===== src/core/dpct_consts.vh =====
`ifndef DPCT_CONSTS_VH
`define DPCT_CONSTS_VH
// ****************************************************
// Register map (word offsets, byte address = 4 x offset)
// ****************************************************
`define DPCT_ADR_CTRL    4'h0
`define DPCT_ADR_MODE    4'h1
`define DPCT_ADR_PRE0    4'h2
`define DPCT_ADR_PRE1    4'h3
`define DPCT_ADR_LOAD0   4'h4
`define DPCT_ADR_LOAD1   4'h5
`define DPCT_ADR_CNT0    4'h6
`define DPCT_ADR_CNT1    4'h7
`define DPCT_ADR_STAT    4'h8
`define DPCT_ADR_MASK    4'h9
// ****************************************************
// Field positions
// ****************************************************
`define DPCT_CTL_LOAD    0
`define DPCT_CTL_RUN     1
`define DPCT_MOD_CONT    0
`define DPCT_MOD_SRCEXT  1
`define DPCT_MOD_CASC    2
`define DPCT_MOD_IN_LO   3
`define DPCT_MOD_IN_HI   4
`define DPCT_MOD_OUT_LO  5
`define DPCT_MOD_OUT_HI  6
// ****************************************************
// Input uses, output selects, widths, reset values
// ****************************************************
`define DPCT_IN_CLOCK    2'h0
`define DPCT_IN_GATE     2'h1
`define DPCT_IN_TRIG_NR  2'h2
`define DPCT_IN_TRIG_RT  2'h3
`define DPCT_OUT_T0      2'h0
`define DPCT_OUT_T1      2'h1
`define DPCT_OUT_CLK     2'h2
`define DPCT_INT_DIV     2'h3
`define DPCT_PRE_W       6
`define DPCT_CNT_W       8
`define DPCT_PRE_RST     6'h00
`define DPCT_CNT_RST     8'h00
`define DPCT_PRE_ONE     6'h01
`define DPCT_CNT_ONE     8'h01
`endif


===== src/core/dpct_timers.v =====
`timescale 1ns/10ps
`default_nettype none
`include "dpct_consts.vh"
module dpct_timers
(
    input  wire        clk,                  // System clock, 100 MHz
    input  wire        sys_rst,              // Synchronous reset, high
    input  wire [31:0] wb_adr_i,             // Wishbone byte address
    input  wire [31:0] wb_dat_i,             // Wishbone write data
    input  wire [3:0]  wb_sel_i,             // Wishbone byte select
    input  wire        wb_we_i,              // Wishbone write enable
    input  wire        wb_cyc_i,             // Wishbone cycle
    input  wire        wb_stb_i,             // Wishbone strobe
    output reg  [31:0] wb_dat_o,             // Wishbone read data
    output reg         wb_ack_o,             // Wishbone acknowledge
    input  wire        timer_input_line,     // External timer input pin
    output reg         timer_output_line,    // Timer output pin
    output reg         timer_zero_request,   // Timer zero end pulse
    output reg         timer_one_request,    // Timer one end pulse
    output reg         serial_rate_tick,     // Timer zero ticks for serial
    output reg         irq                   // Level interrupt
);

    // ****************************************************
    // Register state
    // ****************************************************
    reg  [6:0]  mode_ff;
    reg  [1:0]  ctrl0_ff;
    reg  [1:0]  ctrl1_ff;
    reg  [5:0]  pre_ld_ff [0:1];
    reg  [7:0]  cnt_ld_ff [0:1];
    reg  [5:0]  pre_ff    [0:1];
    reg  [7:0]  cnt_ff    [0:1];
    reg  [1:0]  run_ff;
    reg  [1:0]  stat_ff;
    reg  [1:0]  mask_ff;
    reg  [1:0]  divq_ff;
    reg  [1:0]  timer_output_signal_ff;
    reg         in_s1_ff;
    reg         in_s2_ff;
    reg         in_s3_ff;
    reg  [1:0]  load_req_ff;

    wire [3:0]  wadr = wb_adr_i[5:2];
    wire        wr   = wb_cyc_i & wb_stb_i & wb_we_i & ~wb_ack_o & wb_sel_i[0];
    wire [1:0]  in_use = mode_ff[`DPCT_MOD_IN_HI:`DPCT_MOD_IN_LO];
    wire        in_rise = in_s2_ff & ~in_s3_ff;
    wire        int_tick = (divq_ff == `DPCT_INT_DIV);

    // ****************************************************
    // Tick sources per timer
    // ****************************************************
    wire [1:0]  tick;
    wire [1:0]  done;
    wire [1:0]  restart;
    wire        trig_mode = in_use[1];
    wire        t1_src_tick =
        mode_ff[`DPCT_MOD_CASC] ? done[0] :
        (mode_ff[`DPCT_MOD_SRCEXT] && in_use == `DPCT_IN_CLOCK) ? in_rise :
        (mode_ff[`DPCT_MOD_SRCEXT] && in_use == `DPCT_IN_GATE) ?
            (int_tick & in_s2_ff) : int_tick;
    assign tick[0] = int_tick & run_ff[0];
    assign tick[1] = t1_src_tick & run_ff[1];

    // Trigger edge loads timer one; non-retrigger only when idle
    assign restart[0] = 1'b0;
    assign restart[1] = mode_ff[`DPCT_MOD_SRCEXT] & trig_mode & in_rise &
                        ctrl1_ff[`DPCT_CTL_RUN] &
                        (~run_ff[1] | (in_use == `DPCT_IN_TRIG_RT));

    // ****************************************************
    // Prescaler and counter per timer
    // ****************************************************
    genvar g;
    generate
        for (g = 0; g < 2; g = g + 1)
        begin : g_tmr
            wire [1:0] ctl = (g == 0) ? ctrl0_ff : ctrl1_ff;
            wire       cont = mode_ff[`DPCT_MOD_CONT];
            wire       pre_end = (pre_ff[g] == `DPCT_PRE_ONE);
            wire       cnt_end = (cnt_ff[g] == `DPCT_CNT_ONE);
            // End of count needs prescaler and counter at last step
            assign done[g] = tick[g] & pre_end & cnt_end;
            // Load on request; both halves restart together
            always @(posedge clk)
            begin
                if (sys_rst)
                begin
                    pre_ff[g] <= `DPCT_PRE_RST;
                    cnt_ff[g] <= `DPCT_CNT_RST;
                    run_ff[g] <= 1'b0;
                end
                else if (load_req_ff[g] | restart[g])
                begin
                    pre_ff[g] <= pre_ld_ff[g];
                    cnt_ff[g] <= cnt_ld_ff[g];
                    run_ff[g] <= ctl[`DPCT_CTL_RUN] &
                                 ~(g == 1 && mode_ff[`DPCT_MOD_SRCEXT] && trig_mode &&
                                   !restart[g]);
                end
                else if (!ctl[`DPCT_CTL_RUN] && !(g == 1 && trig_mode &&
                         mode_ff[`DPCT_MOD_SRCEXT]))
                begin
                    run_ff[g] <= 1'b0;
                end
                else if (done[g])
                begin
                    // Reload both so spacing stays constant; single pass parks at zero
                    pre_ff[g] <= pre_ld_ff[g];
                    cnt_ff[g] <= cont ? cnt_ld_ff[g] : cnt_ff[g] - `DPCT_CNT_ONE;
                    run_ff[g] <= cont;
                end
                else if (tick[g])
                begin
                    // 0 wraps to 63/255 giving divide-by-64 and 256
                    pre_ff[g] <= pre_end ? pre_ld_ff[g] : pre_ff[g] - `DPCT_PRE_ONE;
                    cnt_ff[g] <= pre_end ? cnt_ff[g] - `DPCT_CNT_ONE : cnt_ff[g];
                end
                else if (ctl[`DPCT_CTL_RUN] && !run_ff[g] && !ctl[`DPCT_CTL_LOAD] &&
                         !(g == 1 && trig_mode && mode_ff[`DPCT_MOD_SRCEXT]))
                begin
                    // Resume from held count without reload
                    run_ff[g] <= (cnt_ff[g] != `DPCT_CNT_RST) | cont;
                end
            end
        end
    endgenerate

    // ****************************************************
    // Input synchroniser and internal divide by four
    // ****************************************************
    always @(posedge clk)
    begin
        if (sys_rst)
        begin
            in_s1_ff <= 1'b0;
            in_s2_ff <= 1'b0;
            in_s3_ff <= 1'b0;
            divq_ff  <= 2'h0;
        end
        else
        begin
            in_s1_ff <= timer_input_line;
            in_s2_ff <= in_s1_ff;
            in_s3_ff <= in_s2_ff;
            divq_ff  <= divq_ff + 2'h1;
        end
    end

    // ****************************************************
    // Wishbone slave, one wait state, ack one cycle
    // ****************************************************
    always @(posedge clk)
    begin
        if (sys_rst)
        begin
            wb_ack_o    <= 1'b0;
            wb_dat_o    <= 32'h0;
            mode_ff     <= 7'h00;
            ctrl0_ff    <= 2'h0;
            ctrl1_ff    <= 2'h0;
            pre_ld_ff[0] <= `DPCT_PRE_RST;
            pre_ld_ff[1] <= `DPCT_PRE_RST;
            cnt_ld_ff[0] <= `DPCT_CNT_RST;
            cnt_ld_ff[1] <= `DPCT_CNT_RST;
            mask_ff     <= 2'h0;
            stat_ff     <= 2'h0;
            load_req_ff <= 2'h0;
        end
        else
        begin
            wb_ack_o    <= wb_cyc_i & wb_stb_i & ~wb_ack_o;
            load_req_ff <= 2'h0;
            // Set wins over write-one-to-clear
            stat_ff <= (stat_ff & ~((wr && wadr == `DPCT_ADR_STAT) ? wb_dat_i[1:0] : 2'h0))
                       | done;
            if (wr)
            begin
                case (wadr)
                    `DPCT_ADR_CTRL:
                    begin
                        ctrl0_ff    <= wb_dat_i[1:0];
                        ctrl1_ff    <= wb_dat_i[9:8] & {2{wb_sel_i[1]}};
                        load_req_ff <= {wb_dat_i[8] & wb_sel_i[1], wb_dat_i[0]};
                    end
                    `DPCT_ADR_MODE:  mode_ff <= wb_dat_i[6:0];
                    `DPCT_ADR_PRE0:  pre_ld_ff[0] <= wb_dat_i[5:0];
                    `DPCT_ADR_PRE1:  pre_ld_ff[1] <= wb_dat_i[5:0];
                    `DPCT_ADR_LOAD0: cnt_ld_ff[0] <= wb_dat_i[7:0];
                    `DPCT_ADR_LOAD1: cnt_ld_ff[1] <= wb_dat_i[7:0];
                    `DPCT_ADR_MASK:  mask_ff <= wb_dat_i[1:0];
                    default:         mask_ff <= mask_ff;
                endcase
            end
            // Reads never touch counter state; prescalers unreadable
            case (wadr)
                `DPCT_ADR_CTRL:  wb_dat_o <= {22'h0, ctrl1_ff, 6'h0, ctrl0_ff};
                `DPCT_ADR_MODE:  wb_dat_o <= {25'h0, mode_ff};
                `DPCT_ADR_LOAD0: wb_dat_o <= {24'h0, cnt_ld_ff[0]};
                `DPCT_ADR_LOAD1: wb_dat_o <= {24'h0, cnt_ld_ff[1]};
                `DPCT_ADR_CNT0:  wb_dat_o <= {24'h0, cnt_ff[0]};
                `DPCT_ADR_CNT1:  wb_dat_o <= {24'h0, cnt_ff[1]};
                `DPCT_ADR_STAT:  wb_dat_o <= {30'h0, stat_ff};
                `DPCT_ADR_MASK:  wb_dat_o <= {30'h0, mask_ff};
                default:         wb_dat_o <= 32'h0;
            endcase
        end
    end

    // ****************************************************
    // Output pin, request pulses, interrupt
    // ****************************************************
    always @(posedge clk)
    begin
        if (sys_rst)
        begin
            timer_output_signal_ff            <= 2'h0;
            timer_output_line  <= 1'b0;
            timer_zero_request <= 1'b0;
            timer_one_request  <= 1'b0;
            serial_rate_tick   <= 1'b0;
            irq                <= 1'b0;
        end
        else
        begin
            // Each timer output toggles at end of count
            timer_output_signal_ff <= timer_output_signal_ff ^ done;
            case (mode_ff[`DPCT_MOD_OUT_HI:`DPCT_MOD_OUT_LO])
                `DPCT_OUT_T0:  timer_output_line <= timer_output_signal_ff[0];
                `DPCT_OUT_T1:  timer_output_line <= timer_output_signal_ff[1];
                `DPCT_OUT_CLK: timer_output_line <= divq_ff[1];
                default:       timer_output_line <= 1'b0;
            endcase
            timer_zero_request <= done[0];
            timer_one_request  <= done[1];
            serial_rate_tick   <= done[0];
            irq                <= |(stat_ff & mask_ff);
        end
    end

endmodule
`default_nettype wire

===== config.mk =====
export PLATFORM = sky130hd
export DESIGN_NAME = dpct_timers
export DESIGN_NICKNAME = d
export VERILOG_FILES = /design/src/core/dpct_timers.v
export VERILOG_INCLUDE_DIRS = /design/src /design/src/core
export SDC_FILE = /design/constraint.sdc
export NUM_CORES = 1
export LEC_CHECK = 0
export ABC_AREA = 1
export BUFFER_PORTS_ARGS = -buffer_cell sky130_fd_sc_hd__buf_2
export CORE_MARGIN = 2
export CORE_UTILIZATION = 45
export CTS_CLUSTER_DIAMETER = 200
export DETAILED_ROUTE_END_ITERATION = 7
export PLACE_DENSITY = 0.71
export SYNTH_ARGS = -nofsm -noshare
export SYNTH_HDL_FRONTEND = slang
export SYNTH_SLANG_ARGS = --single-unit
export TNS_END_PERCENT = 20

===== constraint.sdc =====
create_clock -name clk -period 2.5 [get_ports clk]
set_clock_uncertainty 0.2 [all_clocks]
set_input_delay 0 -clock clk [delete_from_list [all_inputs] [get_ports clk]]
set_output_delay 0 -clock clk [all_outputs]
set_load 0.02 [all_outputs]

## Word-level counts from Yosys, hierarchy flattened

Memory sizes are Yosys's and may differ from the RTL's.
Cells that the tools add are included.

- $add $sub $neg: 5
- $mul: 0
- Div/mod/pow operators: 0
- $lt $le $gt $ge: 0
- Equal/unequal tests: 21
- Shifts and indexed selects: 0
- Muxes and demuxes: 84
- Bitwise gates (word level): 51
- Reduce and logical (&&, ||, !) cells: 31

Operator list:

| cell | count |
|---|---|
| 8-bit two-way mux | 12 |
| 10-bit one-hot mux with 8 select lines | 1 |
| 6-bit two-way mux | 10 |
| 1-bit two-way mux | 59 |
| 1-bit bitwise OR | 20 |
| 1-bit bitwise AND | 19 |
| 4-bit by 3-bit == test with 1-bit output, second input constant | 4 |
| 8-bit by 1-bit == test with 1-bit output, second input constant | 2 |
| 8-bit nonzero test | 2 |
| 8-bit by 1-bit subtractor with 8-bit output, second input constant | 2 |
| 6-bit by 1-bit == test with 1-bit output, second input constant | 2 |
| 6-bit by 1-bit subtractor with 6-bit output, second input constant | 2 |
| 1-bit logical AND | 11 |
| 2-bit AND reduction | 5 |
| 4-bit by 2-bit == test with 1-bit output, second input constant | 2 |
| 4-bit == test, second input constant | 2 |
| 4-bit by 1-bit != test with 1-bit output, second input constant | 2 |
| 1-bit zero test | 7 |
| 2-bit bitwise AND | 3 |
| 2-bit == test, second input constant | 3 |
| 1-bit inverter | 6 |
| 2-bit by 1-bit == test with 1-bit output, second input constant | 2 |
| 4-bit by 1-bit == test with 1-bit output, second input constant | 1 |
| 2-bit zero test | 2 |
| other kinds (11) | 11 |

- Flip-flop bits (word level): 63
- Latch bits: 0
- RAM bits: 56
- ROM bits: 0
- Output and inout bits: 38
- Word-level logic and storage cells: 215
- Memories kept: 4

Memory list:

| name | words | bits a word | rd ports | clocked after Yosys merged registers in | write ports | line | source |
|---|---|---|---|---|---|---|---|
| cnt_ff | 2 | 8 | 2 | 0 | 2 | dpct_timers.v:33 | `reg [7:0] cnt_ff [0:1];` |
| cnt_ld_ff | 2 | 8 | 2 | 0 | 2 | dpct_timers.v:31 | `reg [7:0] cnt_ld_ff [0:1];` |
| pre_ff | 2 | 6 | 2 | 0 | 2 | dpct_timers.v:32 | `reg [5:0] pre_ff [0:1];` |
| pre_ld_ff | 2 | 6 | 2 | 0 | 2 | dpct_timers.v:30 | `reg [5:0] pre_ld_ff [0:1];` |

## Longest topological paths before layout

Gate-level depths: netlist (run 1).

- Depth after elaboration: 15
- Depth in mapped cells: 13
- Gate-level depth less buffers: 13

## Least setup slack after synthesis (run 1)

No wires, ideal clock.

- Path type: reg2reg
- Start: memory cnt_ff[0][1]
- End: memory cnt_ff[1][0] (enable)
- Arrival: 1,863 ps
- Slack: 113 ps
- Stages on the path, launching flop included: 13
- Period minus slack after synthesis: 2,387 ps
- Path through: edfxtp_1 > inv_1 > ha_1 > nand3_1 > nor2_1 > nand2_2 > nor2_4 > nor2_4 > nor2_8 > nand2_4 > nand3_1 > o21ai_0 > inv_1

RTL lines:

| what | line |
|---|---|
| from (decl) | dpct_timers.v:33 |

==> results of run 1 <==
metrics by stage:
stage / cell area [um2] / TNS, ns / hold WS, ns / power [uW] / worst slack (ns)
after floorplan: 5200 / 0 / -0.0930 / 1970 / 0.113
after CTS: 5990 / 0 / 0.0321 / 3310 / 0.0553
after global placement: 5500 / 0 / 0.00856 / 2030 / 0.105
after detailed placement: 5500 / 0 / 0.0109 / 2030 / 0.0563
after global routing: 6130 / -0.00250 / 0.0778 / 3400 / -0.00250
final: 6130 / 0 / 0.0496 / 3310 / 0.137
timing repair:
| action | CTS | global route |
|---|---|---|
| endpoints found under the setup margin | 0 | 50 |
| resized for setup | 0 | 18 |
| hold buffers | 22 | 0 |
| endpoints found under the hold margin | 52 | 0 |
| buffers inserted | 0 | 8 |
routing by layer:
metal / vias to the layer above / wire length [um]
met4: 0 / 202
met3: 16 / 843
li1: 2143 / -
met5: - / 0
met1: 1970 / 5440
met2: 169 / 6330
final cells by class:
class,count,area share (%)
Clock buffer,12,3.94
Clock inverter,4,0.490
Inverter,96,5.88
Multi-Input combinational cell,409,35.7
Sequential cell,97,40.8
Tap cell,140,2.86
Timing Repair Buffer,86,10.3
cell families after synthesis:
family,Yosys count
multiplexers,2
adder cells (fa/ha/maj),10
buffers and inverters,129
AO/OA/AOI/OAI,98
XOR/XNOR,16
AND/OR/NAND/NOR,261
other,1
flip-flops,97
tightest hold or removal path: stages:
cell and delay [ns]:
buf_2 0.10, nand3_1 0.19, nor2_1 0.12, a21oi_1 0.13
sequential cells by signal (all words and copies together) (netlist names):
register	count
serial_rate_tick	1
wb_dat_o	10
in_s3_ff	1
irq	1
wb_ack_o	1
load_req_ff	2
ctrl1_ff	2
timer_output_line	1
cnt_ff	16
in_s1_ff	1
timer_output_signal_ff	2
pre_ld_ff	12
cnt_ld_ff	16
run_ff	2
stat_ff	2
in_s2_ff	1
timer_one_request	1
pre_ff	12
mode_ff	7
divq_ff	2
mask_ff	2
ctrl0_ff	2
power by group:
group          internal [uW]  switching, uW  total [uW]
Clock                    694            581        1280
Combinational           96.2            181         277
Sequential              1730           29.8        1760
cell usage in the layout, fill, tap and decap left out, types with 22 or more instances in the layout:
| master | n |
|---|---|
| nand2_1 | 110 |
| conb_1 | 22 |
| edfxtp_1 | 56 |
| inv_1 | 87 |
| dfxtp_1 | 41 |
| o21ai_0 | 41 |
| buf_2 | 37 |
| buf_4 | 25 |
| nor2_1 | 75 |
| nand3_1 | 28 |
| dlygate4sd3_1 | 22 |
worst min path at each step:
stage	slack, ns	cells after the start	endpoint
2_1_floorplan	-0.09	2	in_s1_ff
5_1_grt	0.08	4	mask_ff[0]
3_5_place_dp	0.01	3	in_s1_ff
4_1_cts	0.03	4	mask_ff[0]
6_report	0.05	4	mask_ff[1]
3_3_place_gp	0.009	3	in_s1_ff
==> run summary, run 1 <==
The run finished, with violations left. The checks that failed: DRC. In this run the critical register-to-register path is captured at cnt_ff[1][1]. The worst hold path begins at wb_sel_i[0]. The run gives 0 as the hold violation total from the final report. The layer flagged by global routing as most heavily used is met2. The net count of the finished layout is 783. The count of fill cells added during filler insertion was 956; the number of nets still failing antenna checks after routing was 0. After Yosys synthesis, XOR and XNOR cells account for 2.74% of the synthesized area. The post-layout instance count excluding filler cells is 844, and the maximum single-stage delay on the critical path is 0.39 ns. The post-layout utilization of the core is 55.8%, and the effective utilization at floorplan is 46.6%. Path category of the worst min-delay check: in2reg. The clock net in this run drives a total of 97 sinks. Of the post-synthesis cell area, the part taken by muxes is 0.391%. The area of the die came out at 12300 um2. The power per unit of standard cell area is 540 nW/um2, and the logic depth of the worst setup path including buffers is 11. Ranked by total cell area, the synthesized netlist is headed by edfxtp_1, dfxtp_1, nand2_1. The tools report the capturing element type of the critical path as a register. Clock latency on the worst-skew pair, taken at its later pin, is 0.34 ns.

The type of the setup path with the least slack was reg2reg. The dominant synthesized flop cell is edfxtp_1. The clock edge transition at the registers on the reported setup and hold paths was 0.06 ns. After synthesis, the largest family of logic cells by area is simple AND/OR/NAND/NOR gates.

The pin count of the biggest net entering global routing was 19; the max-slew violation count was 0. Synthesis produced 614 cells. Counting flops and latches in the post-synthesis netlist gives 97. At the worst endpoint, the required time is 2.39 ns. Summed over its instances, the top area cell type makes up 32.8% of the synthesized netlist area. The worst setup path is launched from a register. Sequential cell area in the final layout: 2500 um2. The floorplan step set the die width to 111 um. TritonCTS built the clock tree. First-pass GRT wire length: 19.9 mm. On the critical path the largest part of the delay comes from simple AND/OR/NAND/NOR gates. The tools report the met2 layer usage reported by global route as 35.3%.

Of all nets on the critical path, the largest fanout is 14. The total core area came out at 11000 um2. The number of violations of the max-capacitance limit is 0. The number of global-route vias before repair was 4003. The timing-limited maximum frequency is 423 MHz, and the site row count is 38.

The simple-gate share of the synthesized area came out at 22.7%. Once placement completed, the tool counted placed cells totaling 798. Detailed routing inserted a total of 4298 vias.

Global routing consumed, on the met3 layer, 2.52% of the routing resources. The tools report the number of antenna violations at the first check in global routing as 0. The commonest cells after synthesis are nand2_1, inv_1, nor2_1. The netlist area before placement was 5120 um2.

The startpoint of the most critical register-to-register path is cnt_ff[0][1]. The post-synthesis async set-or-reset flop share works out to 0%. After Yosys synthesis, full adders, half adders and majority gates account for 2.44% of the synthesized area. In this run the number of H-tree levels came out at 3. No sink is reached through more buffers than the 2 on the longest clock path. After detailed routing, the number of remaining DRC violations is 2. The maximum vdd drop is 0.453 mV. The final critical delay including setup and external delays came out at 2.36 ns. The critical path starts at cnt_ff[0][1]. Average instance area after synthesis: 8.34 um2. After global routing the overflow that remains totals 0. The buffering stage count on the worst path with inverters included came out at 1.

The biggest area contributor in the post-synthesis netlist is edfxtp_1. Cells with a size suffix above 1 make up 16.8% of the layout. The number of placed I/O pins was 112. The pre-antenna-repair detailed-routing pass consisted of 8 iterations.

The met1 demand-to-capacity share in global routing came out at 26.7%. Global routing used 20.5% of the available tracks across all layers. The number of buffers inserted during clock tree synthesis came out at 9. The multi-input combinational cell area came out at 2180 um2. The master of the slowest instance on the critical path is edfxtp_1. In this run the register-to-register setup slack is 0.14 ns.

Using the TritonRoute via totals, the vias-per-cell ratio works out to 5.09. The most frequently used cell type in the post-synthesis netlist is nand2_1. The share of the Yosys chip area taken by registers is 48.9%. The distinct cell type count after synthesis was 41; the post-synthesis to final-layout area growth was 19.6%.

The run gives 0.933 as the global placer's final weighted congestion. The worst endpoint data arrival time was 2.26 ns. The run gives 419 as the number of DRC violations after detailed-routing iteration 0. The worst register-to-register path has a depth of 11.

The critical path goes through inv_2 -> ha_4 -> nand3_1 -> nor2_2 -> nand2_2 -> nor2_4 -> nor2_4 -> nor2_8 -> o2111ai_4 -> nor2_1 -> nor2_1. The clock tree root driver cell was clkbuf_16. Measured along the y axis, the die boundary spans 111 um. The total detailed-routing wirelength came out at 12.8 mm. Summing the areas of all compound-gate instances in the mapped netlist gives 11.3% of the synthesized area.

Yosys printed 0 warnings. The number of synthesized flops with an enable pin was 56; the number of diodes was 0. The portion of the clock cycle consumed by the worst path in the final layout is 94.5%, and the half-perimeter wire length after placement is 9.53 mm. The standby leakage power was 0.00268 uW; the number of I/O port buffers was 37. The critical path ends at cnt_ff[1][1]. The number of failing setup endpoints in the final timing report is 0, and the average wire per standard cell is 15.2 um.
Note: power is estimated with default switching activity, not from simulation.
==> run 2: changes to the inputs <==
BUFFER_PORTS_ARGS = not set   (was -buffer_cell sky130_fd_sc_hd__buf_2)
DONT_BUFFER_PORTS = 1   (was not set)
PLACE_DENSITY = not set   (was 0.71)
RECOVER_POWER = 100   (was not set)
==> run summary, run 2 (synthesis results as in run 1) <==
The run finished with clean final reports. Setup repair after global routing could not meet its margin everywhere. Setup violations remaining at the end of the flow were counted as 0. The hold violation total from the final report is 0. The number of placed instances, taps included, is 764. Capturing element type of the critical path: a register. For the detailed-routed wire length on met3, the log shows 834 um.

The post-layout instance count excluding filler cells is 810. The y dimension of the die is 111 um. STA classifies the critical path startpoint as a register.

For this configuration, the core starts out at a cell density of 46.6%. The tools report the maximum vdd drop as 0.570 mV. Cell internal power was estimated by the tool at 2490 uW. Half-perimeter wire length after placement: 10.2 mm.

The largest fanout on the critical path came out at 6. Grouping stages by cell kind, the critical path spends the most delay in simple AND/OR/NAND/NOR gates. For this block, the routed nets add up to 13.6 mm of wire.

The tree is rooted in a clkbuf_16. The tools report the total clock sinks as 97. The switching share of power is 24.8%. The H-tree generated during clock tree synthesis spans 3 levels. The number of vias per cell is 5.25, and the site row count is 38.

The endpoint identified for the worst register-to-register timing path is cnt_ff[1][6]. After detailed routing, the number of remaining DRC violations is 0. Summing all placed instances gives a cell area of 5340 um2. TritonCTS built the clock tree. The clock passes through at most 2 buffers. The tools report the timing endpoint of the critical path as cnt_ff[1][6]. Relative to the synthesized area, the layout overhead comes to 16.4%. The run gives 0.12 ns as the internal reg-to-reg setup slack. The number of nets still failing antenna checks after routing was 0; the number of violations of the max-capacitance limit was 0. Final critical delay including setup and external delays: 2.38 ns. For this design the top-level I/O count stands at 112. After detailed routing, the wire length on met1 is 6.08 mm. On the worst path, the slowest cell contributes a delay of 0.40 ns. Per report_power, the combinational group accounts for 8.0% of the total.

Type of the setup path with the least slack: reg2reg. At the end of routability-driven placement, the weighted congestion stood at 0.902. In this run, the number of DRC markers left after iteration 0 of detailed routing was 310. Timing-limited maximum frequency: 421 MHz. The library cells used most frequently in the layout, excluding fill and tap cells, are nand2_1, inv_1, nor2_1, edfxtp_1, o21ai_0. Once layout is done, the placed cells without fillers occupy 5960 um2. For the worst setup path, the data required time is 2.38 ns. The library cell used most frequently in the layout, excluding fill and tap cells, is nand2_1. The later pin in the worst-skew pair is clocked with a latency of 0.36 ns. Of the available clock period, the critical path in the final layout requires 95.1%. In the final layout, the registers with the most flip-flops are cnt_ff (16), cnt_ld_ff (16).

The max-slew violation count was 0. Summed over all nets, the switching power comes to 823 uW. The clock network fraction of total power is 38.8%. After floorplanning, the core was sized to cover 11000 um2. The critical path runs through a total of 13 cells. The slowest stage of the critical path belongs to the cell edfxtp_1. The tools report the start point of the worst hold path as wb_we_i. The path class of the tightest hold or removal check is in2reg. The total grt overflow was 0; the combined global-route utilization of all metal layers was 23.0%. The logs give 5 for the number of iterations in the first detailed-routing pass and 4175 for the number of global-route vias before repair. The routed length on met2 was 6.39 mm. The buffering stage count on the worst path with inverters included is 4. Of the cells placed in the final design, the portion with a size suffix greater than 1 is 11.5%.

Entering global routing, the biggest net connects 28 pins. 0 antenna diodes ended up in the layout. After the last flow step, the layout net total stands at 749. The startpoint of the most critical register-to-register path is pre_ff[0][1]. The x dimension of the die was 111 um; the first-pass GRT wire length was 21.7 mm.

For this design the static power due to leakage is 0.00250 uW. Data arrives at the worst endpoint at 2.25 ns. Clock-pin slew was measured on the worst setup and hold paths at 0.07 ns.

For the area of the die, the log shows 12300 um2. Measured on the finished design, the core utilization comes to 54.3%. The number of cells on the worst reg-to-reg path is 13. In this run the tool buffered the top-level ports with 0 buffer cells. The power per unit of standard cell area works out to 556 nW/um2. The number of antenna violations at the first check in global routing was 0. The average wire per standard cell works out to 16.7 um. Traced cell by cell, the critical path runs through inv_2 -> ha_2 -> inv_1 -> nor2_2 -> nand3_2 -> nor2_4 -> nor2_4 -> nor2_8 -> nand2_4 -> nand3_2 -> o21ai_0 -> inv_1 -> buf_4.

The number of buffers inserted during clock tree synthesis is 9, and the total number of vias is 4252. Signal routing reaches up to met4. Tracing the worst setup path back leads to its startpoint at pre_ff[0][1]. The run gives 53.2% as the share of total power in sequential cells.
run 2: repair_timing:
item                       in CTS  in global routing
setup endpoints to repair       0                 46
hold endpoints to repair      110                  0
setup buffers                   0                  3
hold buffers                   27                  0
gates resized for setup         0                 13
run 2: layer usage:
metal	global-route usage, %	vias to the layer above
met1	30.6	2010
met5	0	-
met2	36.8	140
li1	-	2081
met4	6.50	0
met3	6.45	21
run 2: layout make-up:
class | instances | area [um2]
clock buffers | 10 | 229
inverters | 96 | 364
clock inverters | 6 | 41.3
flip-flops and latches | 97 | 2500
repair buffers | 52 | 497
well taps | 140 | 175
multi-input cells | 409 | 2150
fillers | 1027 | 5020
run 2: stage by stage:
stage                     worst slack, ns  TNS [ns]  total power (uW)  hold WS, ns
after CTS                          0.0173         0              3330       0.0256
after floorplan                     0.113         0              1970      -0.0930
after global placement              0.106         0              2010       -0.126
after detailed placement           0.0329         0              2020       -0.125
final                               0.123         0              3320       0.0511
after global routing              -0.0311    -0.296              3430       0.0842
run 2: power groups by stage:
stage	clock [uW]	sequential, uW	combinational [uW]
detailed placement	0	1800	216
floorplan	0	1790	189
finish	1290	1760	265
CTS	1310	1760	259
global placement	0	1800	212
global route	1370	1770	293
run 2: how the worst min path moves through the flow:
stage             endpoint  depth (start not counted)
3_3_place_gp     run_ff[0]                          1
5_1_grt         mode_ff[5]                          4
3_5_place_dp     run_ff[0]                          1
2_1_floorplan     in_s1_ff                          2
4_1_cts        ctrl1_ff[0]                          5
6_report       ctrl0_ff[1]                          4
run 2: tightest hold or removal path: cells and delay by family:
kind	cells	cell delay (ns)
AO/OA/AOI/OAI	1	0.10
AND/OR/NAND/NOR	3	0.45
